`src/core/vlcc_pkg.sv`:
```
// Purpose: Shared constants and carriers for the rail level control block
// Assumes: 10-bit rail ADC codes, 50 MHz system clock
// Notes: Limit tables exist for both builds; the top selects one by parameter
package vlcc_pkg;
    localparam int VLCC_REQ_W = 3;
    localparam int VLCC_SEL_W = 4;
    localparam int VLCC_ADC_W = 10;
    localparam int VLCC_MEM_AW = 5;
    localparam int VLCC_MEM_DEPTH = 32;
    localparam int VLCC_MAX_PDO = 6;
    // Requested-voltage codes
    localparam logic [2:0] VLCC_REQ_0V = 3'h0;
    localparam logic [2:0] VLCC_REQ_5V = 3'h1;
    localparam logic [2:0] VLCC_REQ_9V = 3'h2;
    localparam logic [2:0] VLCC_REQ_12V = 3'h3;
    localparam logic [2:0] VLCC_REQ_19V = 3'h4;
    // One-hot regulator select patterns
    localparam logic [3:0] VLCC_SEL_0V = 4'h0;
    localparam logic [3:0] VLCC_SEL_5V = 4'h1;
    localparam logic [3:0] VLCC_SEL_9V = 4'h2;
    localparam logic [3:0] VLCC_SEL_12V = 4'h4;
    localparam logic [3:0] VLCC_SEL_19V = 4'h8;
    // One ADC count is about 25.16129 mV; recharacterise for other ranges
    localparam logic [9:0] VLCC_ZERO = 10'h000;
    localparam logic [9:0] DRP_0P5V = 10'd83;
    localparam logic [9:0] DRP_4P75V = 10'd231;
    localparam logic [9:0] DRP_5P5V = 10'd258;
    localparam logic [9:0] DRP_8P55V = 10'd364;
    localparam logic [9:0] DRP_9P7V = 10'd402;
    localparam logic [9:0] DRP_11P4V = 10'd470;
    localparam logic [9:0] DRP_12P85V = 10'd508;
    localparam logic [9:0] DRP_18P05V = 10'd740;
    localparam logic [9:0] CHG_0P5V = 10'd25;
    localparam logic [9:0] CHG_4P75V = 10'd170;
    localparam logic [9:0] CHG_5P5V = 10'd215;
    localparam logic [9:0] CHG_8P55V = 10'd320;
    localparam logic [9:0] CHG_9P7V = 10'd375;
    localparam logic [9:0] CHG_11P4V = 10'd433;
    localparam logic [9:0] CHG_12P85V = 10'd492;
    localparam logic [9:0] CHG_18P05V = 10'd716;
    // Capabilities memory map
    localparam logic [4:0] VLCC_SRC_PDO_ADDR = 5'h10;
    localparam logic [4:0] VLCC_SNK_PDO_ADDR = 5'h17;
    localparam logic [4:0] VLCC_PDO_CNT_ADDR = 5'h19;
    localparam logic [4:0] VLCC_PARTNER_ADDR = 5'h00;
    // Fixed-supply source PDO fields
    localparam int PDO_TYPE_HI = 31;
    localparam int PDO_TYPE_LO = 30;
    localparam int PDO_DRP_BIT = 29;
    localparam int PDO_SUSP_BIT = 28;
    localparam int PDO_EXT_BIT = 27;
    localparam int PDO_COMM_BIT = 26;
    localparam int PDO_DRSWAP_BIT = 25;
    localparam int PDO_PEAK_HI = 21;
    localparam int PDO_PEAK_LO = 20;
    localparam int PDO_VOLT_HI = 19;
    localparam int PDO_VOLT_LO = 10;
    localparam int PDO_CURR_HI = 9;
    localparam int PDO_CURR_LO = 0;
    localparam logic [1:0] PDO_TYPE_FIXED = 2'h0;
    // Default images
    localparam logic [31:0] DRP_SRC_PDO0 = 32'h2A01_905A;
    localparam logic [31:0] DRP_SNK_PDO0 = 32'h2A01_905A;
    localparam logic [31:0] DRP_PDO_CNT = 32'h2200_0021;
    localparam logic [31:0] CHG_SRC_PDO0 = 32'h2A01_905A;
    localparam logic [31:0] CHG_SRC_PDO1 = 32'h2A01_912C;
    localparam logic [31:0] CHG_SRC_PDO2 = 32'h2A01_90C8;
    localparam logic [31:0] CHG_SRC_PDO3 = 32'h2A01_90A0;
    localparam logic [31:0] CHG_SRC_PDO4 = 32'h2A01_9064;
    localparam logic [31:0] CHG_PDO_CNT = 32'h0000_0005;
    // Register port map (word addresses)
    localparam logic [7:0] VLCC_REG_CTRL = 8'h00;
    localparam logic [7:0] VLCC_REG_STAT = 8'h01;
    localparam logic [7:0] VLCC_REG_IRQ = 8'h02;
    localparam logic [7:0] VLCC_REG_MASK = 8'h03;
    localparam logic [7:0] VLCC_REG_MEM_BASE = 8'h40;
    localparam int CTRL_SEL_LSB = 1;
    localparam logic [3:0] VLCC_MASK_RST = 4'h0;
    // Interrupt status bit positions
    localparam int IRQ_REQ = 0;
    localparam int IRQ_REACHED = 1;
    localparam int IRQ_DISCH_DONE = 2;
    localparam int IRQ_FAULT = 3;

    typedef enum logic [1:0] {
        VLCC_IDLE = 2'b00,
        VLCC_RAMP = 2'b01,
        VLCC_STABLE = 2'b10,
        VLCC_DISCH = 2'b11
    } vlcc_state_e;

    typedef struct packed {
        logic [9:0] lower;
        logic [9:0] upper;
    } vlcc_limits_s;

    typedef struct packed {
        logic [7:0] addr;
        logic [31:0] wdata;
        logic wr;
        logic rd;
    } vlcc_bus_req_s;
endpackage

```
`src/core/vlcc_rail_ctrl.sv`:
```
// Purpose: Rail level control and capabilities memory of a Type-C power port
// Assumes: Rail samples and requests are synchronous to i_clk
// Notes: Build choice is by parameter; both limit tables are carried
// Operation
// - Requested voltage is a 3-bit code: 0,5,9,12,19 V as 0..4.
// - Regulator select is one-hot: 0000,0001,0010,0100,1000.
// - Lower limit per request: 4.75,8.55,11.4,18.05 V, otherwise zero.
// - Upper limit per request: 0.5,5.5,9.7,12.85 V, otherwise zero.
// - Limits are ADC codes of about 25.16129 mV per count.
// - Dual-role build limits are codes 83,231,258,364,402,470,508,740.
// - Charger build limits are codes 25,170,215,320,375,433,492,716.
// - Without regulation, leave selection to host and interrupt it on requests.
// - Enable the rail output when cable detect commands it.
// - During a transition drive the level the policy manager selects.
// - Watch the rail for reaching the level; manage discharge on lowering.
// - Memory holds default source objects, a dual-role default sink object, plus partner sink space.
// - Memory words are 32 bits, loaded from an image at power-on.
// - Source objects at 10h, sink objects at 17h, count at 19h.
// - At most six power objects are supported.
// - Charger build default image holds five power objects.
// - Fixed source object: type 31:30, flags at bits 29 down to 25.
// - Bits 24:22 reserved, 21:20 peak, 19:10 voltage, 9:0 current.
`timescale 1ns/1ns
module vlcc_rail_ctrl #(
    parameter bit CHARGER_BUILD = 1'b0,
    parameter bit REGULATION_EN = 1'b1
) (
    input wire logic i_clk,
    input wire logic i_reset,
    input wire logic i_rail_enable_cmd,
    input wire logic [vlcc_pkg::VLCC_REQ_W-1:0] i_voltage_request_level,
    input wire logic i_transition_req,
    input wire logic [vlcc_pkg::VLCC_ADC_W-1:0] i_rail_sample,
    input wire logic i_sample_valid,
    input wire vlcc_pkg::vlcc_bus_req_s i_bus,
    output logic [31:0] o_rdata,
    output logic o_rail_on,
    output logic [vlcc_pkg::VLCC_SEL_W-1:0] o_regulator_select_pattern,
    output logic o_discharge_en,
    output logic o_level_reached,
    output logic o_irq
);
    import vlcc_pkg::*;

    vlcc_state_e state_ff;
    vlcc_state_e nxt_state;
    logic [2:0] req_ff;
    logic [3:0] sel_ff;
    logic rail_on_ff;
    logic disch_ff;
    logic reached_ff;
    logic [3:0] irq_stat_ff;
    logic [3:0] mask_ff;
    logic [3:0] host_sel_ff;
    logic irq_ff;
    logic [31:0] rdata_ff;
    typedef logic [31:0] vlcc_image_t [VLCC_MEM_DEPTH];

    // Power-on image; a declaration initialiser keeps the write process the only driver
    function automatic vlcc_image_t vlcc_boot_image();
        vlcc_image_t img;
        for (int i = 0; i < VLCC_MEM_DEPTH; i++) begin
            img[i] = 32'h0000_0000;
        end
        // Default words use the fixed-supply object layout
        if (CHARGER_BUILD) begin
            img[VLCC_SRC_PDO_ADDR] = CHG_SRC_PDO0;
            img[VLCC_SRC_PDO_ADDR + 5'h1] = CHG_SRC_PDO1;
            img[VLCC_SRC_PDO_ADDR + 5'h2] = CHG_SRC_PDO2;
            img[VLCC_SRC_PDO_ADDR + 5'h3] = CHG_SRC_PDO3;
            img[VLCC_SRC_PDO_ADDR + 5'h4] = CHG_SRC_PDO4;
            img[VLCC_PDO_CNT_ADDR] = CHG_PDO_CNT;
        end else begin
            img[VLCC_SRC_PDO_ADDR] = DRP_SRC_PDO0;
            img[VLCC_SNK_PDO_ADDR] = DRP_SNK_PDO0;
            img[VLCC_PDO_CNT_ADDR] = DRP_PDO_CNT;
        end
        return img;
    endfunction

    vlcc_image_t caps_mem = vlcc_boot_image();
    vlcc_limits_s lim;
    logic in_window;
    logic below_zero;
    logic [3:0] sel_decode;
    logic [3:0] events;
    logic mem_hit;
    logic [4:0] mem_idx;

    // Limit selection per build and request
    always_comb begin
        lim.lower = VLCC_ZERO;
        lim.upper = VLCC_ZERO;
        case (req_ff)
            VLCC_REQ_0V: begin
                lim.upper = CHARGER_BUILD ? CHG_0P5V : DRP_0P5V;
            end
            VLCC_REQ_5V: begin
                lim.lower = CHARGER_BUILD ? CHG_4P75V : DRP_4P75V;
                lim.upper = CHARGER_BUILD ? CHG_5P5V : DRP_5P5V;
            end
            VLCC_REQ_9V: begin
                lim.lower = CHARGER_BUILD ? CHG_8P55V : DRP_8P55V;
                lim.upper = CHARGER_BUILD ? CHG_9P7V : DRP_9P7V;
            end
            VLCC_REQ_12V: begin
                lim.lower = CHARGER_BUILD ? CHG_11P4V : DRP_11P4V;
                lim.upper = CHARGER_BUILD ? CHG_12P85V : DRP_12P85V;
            end
            VLCC_REQ_19V: begin
                // No upper bound is checked at the top level
                lim.lower = CHARGER_BUILD ? CHG_18P05V : DRP_18P05V;
            end
            default: begin
                lim.lower = VLCC_ZERO;
            end
        endcase
    end

    // Request code to one-hot pattern
    always_comb begin
        case (req_ff)
            VLCC_REQ_0V: sel_decode = VLCC_SEL_0V;
            VLCC_REQ_5V: sel_decode = VLCC_SEL_5V;
            VLCC_REQ_9V: sel_decode = VLCC_SEL_9V;
            VLCC_REQ_12V: sel_decode = VLCC_SEL_12V;
            VLCC_REQ_19V: sel_decode = VLCC_SEL_19V;
            default: sel_decode = VLCC_SEL_0V;
        endcase
    end

    // Window check on the live sample
    assign in_window = (i_rail_sample >= lim.lower) &&
        ((lim.upper == VLCC_ZERO) || (i_rail_sample <= lim.upper));
    assign below_zero = i_rail_sample < (CHARGER_BUILD ? CHG_0P5V : DRP_0P5V);

    always_ff @(posedge i_clk or posedge i_reset) begin
        if (i_reset) begin
            req_ff <= VLCC_REQ_0V;
        end else if (i_transition_req) begin
            req_ff <= i_voltage_request_level;
        end
    end

    // Transition sequencer
    always_comb begin
        nxt_state = state_ff;
        case (state_ff)
            VLCC_IDLE: begin
                if (i_rail_enable_cmd) begin
                    nxt_state = VLCC_RAMP;
                end
            end
            VLCC_RAMP: begin
                if (!i_rail_enable_cmd) begin
                    nxt_state = VLCC_DISCH;
                end else if (i_transition_req) begin
                    nxt_state = VLCC_RAMP;
                end else if (i_sample_valid && in_window) begin
                    nxt_state = VLCC_STABLE;
                end
            end
            VLCC_STABLE: begin
                if (!i_rail_enable_cmd) begin
                    nxt_state = VLCC_DISCH;
                end else if (i_transition_req) begin
                    nxt_state = (i_voltage_request_level < req_ff) ? VLCC_DISCH : VLCC_RAMP;
                end
            end
            VLCC_DISCH: begin
                if (i_sample_valid && (i_rail_enable_cmd ? in_window : below_zero)) begin
                    nxt_state = i_rail_enable_cmd ? VLCC_STABLE : VLCC_IDLE;
                end
            end
            default: nxt_state = VLCC_IDLE;
        endcase
    end

    always_ff @(posedge i_clk or posedge i_reset) begin
        if (i_reset) begin
            state_ff <= VLCC_IDLE;
        end else begin
            state_ff <= nxt_state;
        end
    end

    // Rail enable follows cable detect
    always_ff @(posedge i_clk or posedge i_reset) begin
        if (i_reset) begin
            rail_on_ff <= 1'b0;
        end else begin
            rail_on_ff <= i_rail_enable_cmd;
        end
    end

    // Host drives the select when regulation is off
    always_ff @(posedge i_clk or posedge i_reset) begin
        if (i_reset) begin
            sel_ff <= VLCC_SEL_0V;
        end else if (!i_rail_enable_cmd) begin
            sel_ff <= VLCC_SEL_0V;
        end else begin
            sel_ff <= REGULATION_EN ? sel_decode : host_sel_ff;
        end
    end

    always_ff @(posedge i_clk or posedge i_reset) begin
        if (i_reset) begin
            disch_ff <= 1'b0;
            reached_ff <= 1'b0;
        end else begin
            disch_ff <= REGULATION_EN && (nxt_state == VLCC_DISCH);
            reached_ff <= REGULATION_EN && (nxt_state == VLCC_STABLE);
        end
    end

    // Capabilities memory with power-on image
    assign mem_hit = (i_bus.addr >= VLCC_REG_MEM_BASE) &&
        (i_bus.addr < VLCC_REG_MEM_BASE + 8'(VLCC_MEM_DEPTH));
    assign mem_idx = i_bus.addr[4:0];

    // Partner sink objects live below 10h; source slot 16h, past the sixth object, is not writable
    always_ff @(posedge i_clk) begin
        if (i_bus.wr && mem_hit &&
            !((mem_idx >= VLCC_SRC_PDO_ADDR + 5'(VLCC_MAX_PDO)) && (mem_idx < VLCC_SNK_PDO_ADDR))) begin
            caps_mem[mem_idx] <= i_bus.wdata;
        end
    end

    // Register port
    always_ff @(posedge i_clk or posedge i_reset) begin
        if (i_reset) begin
            mask_ff <= VLCC_MASK_RST;
            host_sel_ff <= VLCC_SEL_0V;
        end else if (i_bus.wr && i_bus.addr == VLCC_REG_MASK) begin
            mask_ff <= i_bus.wdata[3:0];
        end else if (i_bus.wr && i_bus.addr == VLCC_REG_CTRL) begin
            host_sel_ff <= i_bus.wdata[CTRL_SEL_LSB +: 4];
        end
    end

    assign events[IRQ_REQ] = i_transition_req;
    assign events[IRQ_REACHED] = (nxt_state == VLCC_STABLE) && (state_ff != VLCC_STABLE);
    assign events[IRQ_DISCH_DONE] = (state_ff == VLCC_DISCH) && (nxt_state == VLCC_IDLE);
    assign events[IRQ_FAULT] = (state_ff == VLCC_STABLE) && i_sample_valid && !in_window;

    // Set wins over the read-clear in the same cycle
    always_ff @(posedge i_clk or posedge i_reset) begin
        if (i_reset) begin
            irq_stat_ff <= 4'h0;
        end else if (i_bus.rd && i_bus.addr == VLCC_REG_IRQ) begin
            irq_stat_ff <= events;
        end else begin
            irq_stat_ff <= irq_stat_ff | events;
        end
    end

    always_ff @(posedge i_clk or posedge i_reset) begin
        if (i_reset) begin
            irq_ff <= 1'b0;
        end else begin
            irq_ff <= |(nxt_irq_stat() & mask_ff);
        end
    end

    function automatic logic [3:0] nxt_irq_stat();
        if (i_bus.rd && i_bus.addr == VLCC_REG_IRQ) begin
            return events;
        end
        return irq_stat_ff | events;
    endfunction

    always_ff @(posedge i_clk or posedge i_reset) begin
        if (i_reset) begin
            rdata_ff <= 32'h0000_0000;
        end else if (i_bus.rd) begin
            if (mem_hit) begin
                rdata_ff <= caps_mem[mem_idx];
            end else begin
                case (i_bus.addr)
                    VLCC_REG_CTRL: rdata_ff <= {27'h0, host_sel_ff, 1'b0};
                    VLCC_REG_STAT: rdata_ff <= {16'h0, 2'(state_ff), req_ff, 1'b0, i_rail_sample};
                    VLCC_REG_IRQ: rdata_ff <= {28'h0, irq_stat_ff};
                    VLCC_REG_MASK: rdata_ff <= {28'h0, mask_ff};
                    default: rdata_ff <= 32'h0000_0000;
                endcase
            end
        end else begin
            rdata_ff <= 32'h0000_0000;
        end
    end

    assign o_rdata = rdata_ff;
    assign o_rail_on = rail_on_ff;
    assign o_regulator_select_pattern = sel_ff;
    assign o_discharge_en = disch_ff;
    assign o_level_reached = reached_ff;
    assign o_irq = irq_ff;

    property p_sel_onehot;
        @(posedge i_clk) disable iff (i_reset)
        $onehot0(o_regulator_select_pattern);
    endproperty
    a_sel_onehot: assert property (p_sel_onehot) else $error("select not one-hot");

    property p_sel_follows;
        @(posedge i_clk) disable iff (i_reset)
        (REGULATION_EN && i_rail_enable_cmd && req_ff == VLCC_REQ_9V) |=>
            o_regulator_select_pattern == VLCC_SEL_9V;
    endproperty
    a_sel_follows: assert property (p_sel_follows) else $error("9 V pattern wrong");

    property p_lower_5v;
        @(posedge i_clk) disable iff (i_reset)
        req_ff == VLCC_REQ_5V |-> lim.lower == (CHARGER_BUILD ? CHG_4P75V : DRP_4P75V);
    endproperty
    a_lower_5v: assert property (p_lower_5v) else $error("5 V lower limit wrong");

    property p_upper_19v;
        @(posedge i_clk) disable iff (i_reset)
        req_ff == VLCC_REQ_19V |-> lim.upper == VLCC_ZERO;
    endproperty
    a_upper_19v: assert property (p_upper_19v) else $error("19 V upper not zero");

    property p_rail_on;
        @(posedge i_clk) disable iff (i_reset)
        $rose(i_rail_enable_cmd) |=> o_rail_on;
    endproperty
    a_rail_on: assert property (p_rail_on) else $error("rail not enabled");

    property p_req_irq;
        @(posedge i_clk) disable iff (i_reset)
        (i_transition_req && mask_ff[IRQ_REQ]) |=> o_irq;
    endproperty
    a_req_irq: assert property (p_req_irq) else $error("no request interrupt");

    property p_reached;
        @(posedge i_clk) disable iff (i_reset)
        (REGULATION_EN && state_ff == VLCC_RAMP && i_rail_enable_cmd && !i_transition_req
            && i_sample_valid && in_window) |=> o_level_reached;
    endproperty
    a_reached: assert property (p_reached) else $error("level not flagged");

    property p_disch_off;
        @(posedge i_clk) disable iff (i_reset)
        (REGULATION_EN && state_ff == VLCC_STABLE && !i_rail_enable_cmd) |=> o_discharge_en;
    endproperty
    a_disch_off: assert property (p_disch_off) else $error("no discharge");

    property p_disch_end;
        @(posedge i_clk) disable iff (i_reset)
        (state_ff == VLCC_DISCH && !i_rail_enable_cmd && i_sample_valid && below_zero)
            |=> !o_discharge_en;
    endproperty
    a_disch_end: assert property (p_disch_end) else $error("discharge not ended");

    property p_sel_off;
        @(posedge i_clk) disable iff (i_reset)
        !i_rail_enable_cmd |=> o_regulator_select_pattern == VLCC_SEL_0V;
    endproperty
    a_sel_off: assert property (p_sel_off) else $error("select live with rail off");

    property p_rail_off;
        @(posedge i_clk) disable iff (i_reset)
        !i_rail_enable_cmd |=> !o_rail_on;
    endproperty
    a_rail_off: assert property (p_rail_off) else $error("rail left on");

    property p_host_sel;
        @(posedge i_clk) disable iff (i_reset)
        (!REGULATION_EN && i_rail_enable_cmd) |=>
            o_regulator_select_pattern == $past(host_sel_ff);
    endproperty
    a_host_sel: assert property (p_host_sel) else $error("host select not applied");
endmodule

```
`config.mk`:
```
export PLATFORM = sky130hd
export DESIGN_NAME = vlcc_rail_ctrl
export DESIGN_NICKNAME = d
export VERILOG_FILES = /design/src/core/vlcc_pkg.sv /design/src/core/vlcc_rail_ctrl.sv
export SDC_FILE = /design/constraint.sdc
export NUM_CORES = 1
export LEC_CHECK = 0
export BUFFER_PORTS_ARGS = -buffer_cell sky130_fd_sc_hd__buf_2
export CAP_MARGIN = 20
export CORE_MARGIN = 2
export CORE_UTILIZATION = 57
export CTS_CLUSTER_DIAMETER = 30
export CTS_CLUSTER_SIZE = 16
export DETAILED_ROUTE_END_ITERATION = 7
export PLACE_DENSITY = 0.74
export SETUP_SLACK_MARGIN = 0.2
export SLEW_MARGIN = 20
export SYNTH_ARGS = -nofsm -noshare
export SYNTH_HDL_FRONTEND = slang
export SYNTH_SLANG_ARGS = --single-unit
```
`constraint.sdc`:
```
create_clock -name i_clk -period 8.4 [get_ports i_clk]
set_clock_uncertainty 0.1 [all_clocks]
set_input_delay 0.42 -clock i_clk [delete_from_list [all_inputs] [get_ports i_clk]]
set_output_delay 0.42 -clock i_clk [all_outputs]
set_load 0.005 [all_outputs]
```
# Yosys cells after proc, flatten, opt, wreduce, memory -nomap -nowiden
# Memories as Yosys holds them, arrays and structs flattened.
# Cells that the tools add are included.
[classes] bitwise_logic=3 div=0 n_reduce_logical=24 multipliers=0 add_sub_neg=0 magnitude_cmp=8 muxes=24 shift=0 eq_ne=13
[op_table] operator="32-bit two-way mux" n=2
[op_table] operator="16-bit one-hot mux with 4 select lines" n=1
[op_table] operator="10-bit one-hot mux with 4 select lines" n=1
[op_table] operator="9-bit one-hot mux with 4 select lines" n=1
[op_table] operator="2-bit two-way mux" n=9
[op_table] operator="8-bit by 2-bit equality test with 1-bit output (second input constant)" n=2
[op_table] operator="4-bit two-way mux" n=4
[op_table] operator="4-bit one-hot mux with 4 select lines" n=1
[op_table] operator="1-bit logical AND" n=14
[op_table] operator="10-bit >= comparator" n=1
[op_table] operator="10-bit <= comparator" n=1
[op_table] operator="10-bit zero test" n=1
[op_table] operator="10-bit by 7-bit < comparator with 1-bit output (second input constant)" n=1
[op_table] operator="2-bit equality test (second input constant)" n=4
[op_table] operator="8-bit by 1-bit equality test with 1-bit output (second input constant)" n=1
[op_table] operator="8-bit by 7-bit >= comparator with 1-bit output (second input constant)" n=1
[op_table] operator="8-bit zero test" n=1
[op_table] operator="8-bit by 7-bit < comparator with 1-bit output (second input constant)" n=1
[op_table] operator="2-bit one-hot mux with 4 select lines" n=1
[op_table] operator="3-bit by 2-bit equality test with 1-bit output (second input constant)" n=2
[op_table] operator="5-bit >= comparator (second input constant)" n=1
[op_table] operator="5-bit < comparator (second input constant)" n=1
[op_table] operator="4-bit AND" n=1
[op_table] operator="2-bit zero test" n=2
[op_table] operator="13 further kinds" n=17
[totals] romBits=0 word_cells=84 latchBits=0 ramBits=1024 input_bits=60 regBits=57 out_inout_bits=40 memories=1
[memory_table] name="caps_mem" depth=32 word_bits=32 rd=1 rd_clocked_by_memory_dff=0 wr=1 line="vlcc_rail_ctrl.sv:81" source="vlcc_image_t caps_mem = vlcc_boot_image();"

# Depth between registers and ports, before layout
# Gate-level depths: netlist of the first run.
[depth] word_depth=16 depth_mapped=12 depth_no_buf=12

# Least setup slack after synthesis of the first run
# Ideal clock, no wire load.
[synth_timing] path_type="input-to-reg" startpoint="input port i_bus[34] (netlist name)" endpoint="memory caps_mem[10][0] (netlist name) (enable)" required_time_ns=7.879 n_path_buf=6 arrival_time_ns=3.201 setup_time_ns=0.421 setup_slack_ns=4.678 cell_stages=8 cell_sequence="buf_6 buf_12 buf_6 buf_6 buf_2 or4_1 clkbuf_1 nor2_1"
[synth_via] elab_chain_cells=6 word_cells_on_any_way=11 classes_between="order compare (4); mux (2); reduce/logical (5)"
[synth_lines] element="start, declared" line="vlcc_rail_ctrl.sv:35" source="input wire vlcc_pkg::vlcc_bus_req_s i_bus,"
[synth_lines] element="8-bit by 7-bit >= comparator with 1-bit output, or another cell as far along" line="vlcc_rail_ctrl.sv:218" source="assign mem_hit = (i_bus.addr >= VLCC_REG_MEM_BASE) &&"
[synth_lines] element="1-bit logical AND (on tied branches)" line="vlcc_rail_ctrl.sv:218, vlcc_rail_ctrl.sv:225"
[synth_lines] element="1-bit logical AND / 1-bit zero test (equally long branches)" line="vlcc_rail_ctrl.sv:224, vlcc_rail_ctrl.sv:225"
[synth_lines] element="1-bit logical AND" line="vlcc_rail_ctrl.sv:224" source="if (i_bus.wr && mem_hit &&"
[synth_lines] element="1-bit two-way mux" line="vlcc_rail_ctrl.sv:224"
[synth_lines] element="1-bit two-way mux (not written as such)" line="vlcc_rail_ctrl.sv:226" source="caps_mem[mem_idx] <= i_bus.wdata;"
[synth_lines] element="end, declared" line="vlcc_rail_ctrl.sv:81"
# Parallel ways exist; a longest one is shown, timed or not.

# Worst setup path in the final report of the first run
[layout_timing] startpoint="input port i_bus[35] (netlist name)" endpoint="register rdata_ff[0], in the netlist o_rdata[0]"
[layout_via] elab_chain_cells=4 word_cells_on_any_way=11 classes_between="order compare (2); eq/ne (3); mux (3); reduce/logical (2); memory (1)"
[layout_lines] element="8-bit by 7-bit >= comparator with 1-bit output, or another cell as far along" line="vlcc_rail_ctrl.sv:218"
[layout_lines] element="1-bit logical AND / 16-bit one-hot mux with 4 select lines (equally long branches)" line="vlcc_rail_ctrl.sv:218, vlcc_rail_ctrl.sv:280"
[layout_lines] element="32-bit two-way mux (*)" line="vlcc_rail_ctrl.sv:277" source="if (mem_hit) begin"
[layout_lines] element="32-bit two-way mux (*)" line="vlcc_rail_ctrl.sv:276" source="end else if (i_bus.rd) begin"
[layout_lines] element="end signal, assigned" line="vlcc_rail_ctrl.sv:278" source="rdata_ff <= caps_mem[mem_idx];"
[layout_lines] element="end signal, assigned" line="vlcc_rail_ctrl.sv:281" source="VLCC_REG_CTRL: rdata_ff <= {27'h0, host_sel_ff, 1'b0};"
[layout_lines] element="end signal, assigned" line="vlcc_rail_ctrl.sv:282" source="VLCC_REG_STAT: rdata_ff <= {16'h0, 2'(state_ff), req_ff, 1'b0, i_rail_sample};"
[layout_lines] element="end, declared" line="vlcc_rail_ctrl.sv:56" source="logic [31:0] rdata_ff;"
# Every way passes the cells marked *; elsewhere a longest branch is shown, timed or not.
# A chain may end at the register's enable or synchronous reset.

==> results of run 1 <==
-- state kept, by name, indices dropped and copies added (netlist names) --
| name | cells |
|---|---|
| host_sel_ff | 4 |
| o_level_reached | 1 |
| mask_ff | 4 |
| o_rail_on | 1 |
| caps_mem | 1024 |
| state_ff | 2 |
| o_irq | 1 |
| o_regulator_select_pattern | 4 |
| req_ff | 3 |
| o_discharge_en | 1 |
| o_rdata | 32 |
| irq_stat_ff | 4 |
-- layout make-up --
cell class	count	area, um^2	share of cell area
clock buffer	189	4280	0.0867
clock inverter	114	1290	0.0262
inverter	9	35.0	0.000710
multi-input combinational	696	9270	0.188
sequential	1081	32200	0.652
tap	959	1200	0.0243
timing repair buffer	158	1100	0.0224
-- placed cells by master, fill, tap and decap left out, types with 7 or more instances in the layout --
master,n
mux4_2,209
a221oi_1,10
o22ai_1,18
a22o_1,19
buf_4,38
a31oi_1,19
inv_6,14
o21ai_0,7
a221oi_2,8
nor2_1,16
or2_2,8
inv_1,8
clkbuf_16,167
nor2_4,32
nand2_1,26
dfrtp_1,57
mux2_2,16
edfxtp_1,1024
nand3_1,10
clkinv_2,29
buf_2,97
dlygate4sd3_1,14
clkinvlp_4,22
bufinv_16,20
a22oi_1,58
clkbuf_1,20
a21oi_1,41
mux4_1,52
a21o_1,9
ha_1,21
a41oi_1,8
conb_1,32
clkinv_4,14
clkinv_1,10
-- how the worst min path moves through the flow --
stage	start	end	cells after the start
2_1_floorplan	i_rail_enable_cmd	o_rail_on	0
3_3_place_gp	host_sel_ff[1]	host_sel_ff[1]	1
3_5_place_dp	host_sel_ff[1]	host_sel_ff[1]	1
4_1_cts	i_bus[12]	caps_mem[17][10]	1
5_1_grt	i_bus[23]	caps_mem[10][21]	1
6_report	i_bus[23]	caps_mem[11][21]	1
-- cells by family (layout without fill, tap and decap cells) --
kind of cell,count (synthesis),after routing,share of synthesized area
flops,1081,1081,0.766
mux,282,282,0.150
compound gates,213,213,0.0370
simple gates,147,147,0.0183
buf+inv,112,470,0.0220
fa+ha+maj,21,21,0.00626
other cells,1,32,0.0000893
xor+xnor,1,1,0.000209
-- routing by layer --
metal,part of all wire,global-route usage
met1,0.35,0.382
met4,0.040,0.127
met2,0.50,0.466
met3,0.11,0.0758
met5,0,0
-- metrics by stage --
| step | hold WS (ns) | utilization | std cells | cell area (um^2) |
|---|---|---|---|---|
| after floorplan | 0.351 | - | 1889 | 42100 |
| after global placement | 0.393 | 0.596 | 2883 | 43500 |
| after detailed placement | 0.392 | 0.598 | 2888 | 43600 |
| after CTS | 0.0419 | 0.676 | 3205 | 49300 |
| after global routing | 0.0814 | 0.677 | 3206 | 49400 |
| final | 0.0920 | 0.677 | 3206 | 49400 |
-- power by group --
group	internal, mW	total [mW]	switching (mW)
Sequential	5.95	5.98	0.0281
Clock	4.31	6.81	2.50
Combinational	0.208	0.540	0.332
Total	10.5	13.3	2.86
-- repair_timing --
item / 4_1_cts / 5_1_grt
endpoints found under the hold margin: 70 / 0
endpoints found under the setup margin: 0 / 0
resized for setup: 0 / 0
hold buffers: 14 / 0
==> results.json, run 1 <==
{
  "final_antenna_net_count": 0,
  "final_layout_size_suffix_gt1_frac": 0.312,
  "syn_avg_cell_area_um2": 22.6,
  "start_kind": "input port",
  "grt_pass1_wl_um": 155000,
  "cp.arrival_ns": 4.75,
  "yosysMostFrequentCell": "edfxtp_1",
  "leakagePower_nw": 16.4,
  "finalCritPeriodShare": 0.504,
  "netlist_top_cells_count": "1024 x edfxtp_1, 209 x mux4_2, 58 x a22oi_1, 57 x dfrtp_1, 52 x mux4_1",
  "yosysWarnings": 0,
  "cts.sinks": 1081,
  "cp_slowest_cell": "buf_4",
  "p_per_area_mw_per_mm2": 270,
  "synth-seq-cells": 1081,
  "gp_congestion": 0.862,
  "drt_pass1_iterations": 6,
  "fin_setup_tns_ns": 0,
  "antenna_found_initial": 1,
  "crit_chain": "buf_8, buf_4, buf_4, mux4_1, nor2b_1, a2111oi_0, a2111oi_0, a21oi_1, nor2b_1, dlygate4sd3_1",
  "ys_async_sr_fraction": 0.0527,
  "hp-class": "input port to flip-flop",
  "slowest_delay_ns": 0.86,
  "cts_root_buffer": "clkbuf_16",
  "dr_total_vias": 21500,
  "portBuffers": 99,
  "core_mm2": 0.0730,
  "dieArea_mm2": 0.0759,
  "r2r_start": "req_ff[1]",
  "setup_violations": 0,
  "die_w_um": 275,
  "cts-buffers-inserted": 163,
  "drv_slew": 0,
  "cp_max_fo": 83,
  "r2r_slack_ns": 5.06,
  "crit_family": "buffers and inverters",
  "yosysUniqueCellTypes": 64,
  "synth_area_leaders": "edfxtp_1 73%, mux4_2 11%, dfrtp_1 3.4%, mux4_1 3.3%, a22oi_1 1.0%",
  "cp.buffers_inverters": 4,
  "cts_setup_buffers": 0,
  "crit_end": "o_rdata[0]",
  "htree_num_levels": 4,
  "cp-end-kind": "flip-flop",
  "clk_path_buf_depth": 3,
  "regToRegEndpoint": "o_irq",
  "required_ns": 8.92,
  "start_util": 0.576,
  "final_hold_viol_count": 0,
  "status": "completed",
  "rows": 99,
  "grt_setup_unrepaired": "false",
  "fin_ws_ns": 4.17,
  "io_pins": 100,
  "p_total_mw": 13.3,
  "yosysSeqAreaShare": 0.766,
  "hpwl_um": 56200,
  "startpoint": "i_bus[35]",
  "drt_iter0_markers": 3138,
  "synth_area_mm2": 0.0420,
  "fin_crit_ns": 4.23,
  "grt_pass1_vias": 22400,
  "die_h_um": 275,
  "syn_inst": 1858,
  "crit_type": "input port to flip-flop",
  "vias_per_cell": 6.72,
  "wl_per_cell_um": 33.2,
  "synth_top_cell_by_area": "edfxtp_1",
  "grt_overflow_total": 0,
  "cts_tree": "built",
  "drv_cap": 0,
  "max_freq_mhz": 236,
  "relSlewSlack": 0.284,
  "place_ws_ns": 3.95,
  "gr-usage-all-layers": 0.291,
  "syn_to_final_growth_pct": 17.5,
  "r2r_cells": 11,
  "nFillCells": 4275,
  "worstMarginPinSlew_ns": 1.07,
  "clk_pin_slew_ns": 0.06,
  "grt_max_degree": 106,
  "finalWirelength_um": 106000,
  "crit_cells": 10,
  "synth_top_area_frac": 0.732,
  "ir_drop_mv": 0.184,
  "synth_flop_cell": "edfxtp_1",
  "synth_edf_count": 1024,
  "clock_latency_ns": 0.75,
  "diodes": 0,
  "nets": 2190,
  "drc_errors": 0
}
Power figures use the tool's default switching activity.
==> run 2: changes to the inputs <==
- ABC_AREA: not set -> 1
- clock period: 8.4 -> 4.1 ns (I/O delays scaled with it)
==> results.json, run 2 <==
{
  "syn_to_final_growth_pct": 20.9,
  "io_pins": 100,
  "drv_slew": 0,
  "fin_cells": 3924,
  "core_mm2": 0.0701,
  "netlist_top_cells_count": "1024 x edfxtp_1, 411 x a22oi_1, 227 x a21oi_1, 174 x nand2_1, 94 x nor2_1",
  "gp_congestion": 0.865,
  "leakagePower_nw": 16.7,
  "grt_pass1_vias": 25300,
  "nFillCells": 4446,
  "dieArea_mm2": 0.0732,
  "fin_setup_tns_ns": 0,
  "clock_latency_ns": 0.75,
  "synth-seq-cells": 1081,
  "grt_setup_unrepaired": "false",
  "cp_max_fo": 25,
  "r2r_start": "req_ff[1]",
  "required_ns": 4.66,
  "fin_crit_ns": 3.50,
  "cts_tree": "built",
  "status": "completed",
  "syn_avg_cell_area_um2": 16.0,
  "multiInputGateArea_mm2": 0.00777,
  "final_common_cell": "edfxtp_1",
  "hp-class": "input port to asynchronous set/reset pin",
  "worstMarginPinSlew_ns": 1.05,
  "gr-usage-all-layers": 0.300,
  "yosysMostFrequentCell": "edfxtp_1",
  "final_hold_viol_count": 0,
  "r2r_slack_ns": 1.02,
  "die_h_um": 271,
  "ys_async_sr_fraction": 0.0527,
  "area.sequential_mm2": 0.0322,
  "placed_cell_area_mm2": 0.0427,
  "post-route-cell-area_mm2": 0.0490,
  "syn_inst": 2538,
  "htree_num_levels": 4,
  "p_per_area_mw_per_mm2": 555,
  "cp.arrival_ns": 4.06,
  "drc_errors": 0,
  "nets": 2925,
  "final_antenna_net_count": 0,
  "cts-buffers-inserted": 162,
  "layout_common_cells": "1024 x edfxtp_1, 411 x a22oi_1, 227 x a21oi_1",
  "yosysWarnings": 0,
  "yosysUniqueCellTypes": 44,
  "max_freq_mhz": 286,
  "grt_overflow_total": 0,
  "cts_root_buffer": "clkbuf_16",
  "portBuffers": 99,
  "grt_pass1_wl_um": 162000,
  "synth_edf_count": 1024,
  "finalCritPeriodShare": 0.853,
  "ir_drop_mv": 0.465,
  "final_layout_size_suffix_gt1_frac": 0.183,
  "rows": 97,
  "synth_area_leaders": "edfxtp_1 76%, a22oi_1 7.6%, dfrtp_1 3.5%, a21oi_1 2.8%, nand2_1 1.6%",
  "synth_top_area_frac": 0.759,
  "hpwl_um": 59200,
  "crit_type": "input port to flip-flop",
  "clk_path_buf_depth": 3,
  "drt_pass1_iterations": 6,
  "p_total_mw": 27.2,
  "setup_violations": 0,
  "dr_total_vias": 25200,
  "top_register": "caps_mem",
  "drt_iter0_markers": 3703,
  "grt_max_degree": 108,
  "synth_top_cell_by_area": "edfxtp_1",
  "drv_cap": 0,
  "cts_setup_buffers": 0,
  "cts.sinks": 1081,
  "finalWirelength_um": 109000,
  "synth_flop_cell": "edfxtp_1",
  "clk_pin_slew_ns": 0.05,
  "start_util": 0.578,
  "relSlewSlack": 0.298,
  "dp.cells": 3551,
  "cp-end-kind": "flip-flop",
  "startpoint": "i_bus[37]",
  "synth_area_mm2": 0.0405,
  "vias_per_cell": 6.42,
  "yosysSeqAreaShare": 0.794,
  "start_kind": "input port",
  "wl_per_cell_um": 27.8,
  "antenna_found_initial": 0,
  "largest_reg_flops": 1024,
  "die_w_um": 271
}
[run 2: cell count changes in the layout (fill, tap and decap cells not counted), moves of 52 or more]
cell,delta
dlygate4sd3_1,+55
inv_1,+54
mux4_1,-52
a21oi_1,+186
nand2_1,+147
a22oi_1,+353
o22ai_1,+54
mux4_2,-209
[run 2: where the power goes]
group          internal [mW]  switching, mW  total, mW
Clock                   8.45           5.30       13.8
Sequential              12.2         0.0408       12.2
Combinational          0.352          0.840       1.19
[run 2: cell type report]
class	count	share of cell area
Antenna cell	1	0.0000511
Clock buffer	179	0.0851
Clock inverter	124	0.0279
Inverter	78	0.00618
Multi-Input combinational cell	1271	0.159
Sequential cell	1081	0.657
Tap cell	940	0.0240
Timing Repair Buffer	250	0.0411
[run 2: final timing paths]
kind	to	depth (start not counted)
min	o_rail_on	3
max reg2reg	o_irq	20
max in group asynchronous	o_rdata[0]	4
min reg2reg	host_sel_ff[1]	2
max	o_rdata[3]	11
min in group i_clk	o_rail_on	2
[run 2: kinds of logic after synthesis]
group	Yosys count	synth area share
AO/OA/AOI/OAI	793	0.128
multiplexers	2	0.000556
other	1	0.0000925
AND/OR/NAND/NOR	423	0.0480
adder cells (fa/ha/maj)	21	0.00648
flip-flops	1081	0.794
buffers and inverters	217	0.0232
[run 2: repair_timing]
item | in CTS | in global routing
endpoints found under the hold margin | 1085 | 0
hold buffers | 69 | 0
resized for setup | 0 | 0
[run 2: worst max-delay path, cell delays in order]
cell,delay [ns]
buf_2,0.16
nor2_1,0.24
nand2_2,0.63
nor4_4,0.42
dlygate4sd3_1,0.64
nand2_1,0.12
o2111ai_1,0.24
dlygate4sd3_1,0.60
a21oi_1,0.08
dlygate4sd3_1,0.59
a21oi_1,0.13
[run 2: through the flow]
step / hold WS [ns] / utilization / worst slack, ns
after floorplan: 0.136 / - / 0.957
after global placement: 0.272 / 0.609 / 1.09
after detailed placement: 0.272 / 0.609 / 1.04
after CTS: 0.0264 / 0.698 / 0.930
after global routing: 0.0801 / 0.698 / 0.579
final: 0.0477 / 0.698 / 0.602
[run 2: metal layers]
layer / global-route usage / vias up / share of wire
li1: - / 10700 / -
met1: 0.407 / 12500 / 0.38
met2: 0.473 / 1716 / 0.48
met3: 0.0650 / 283 / 0.10
met4: 0.135 / 0 / 0.038
met5: 0 / - / 0
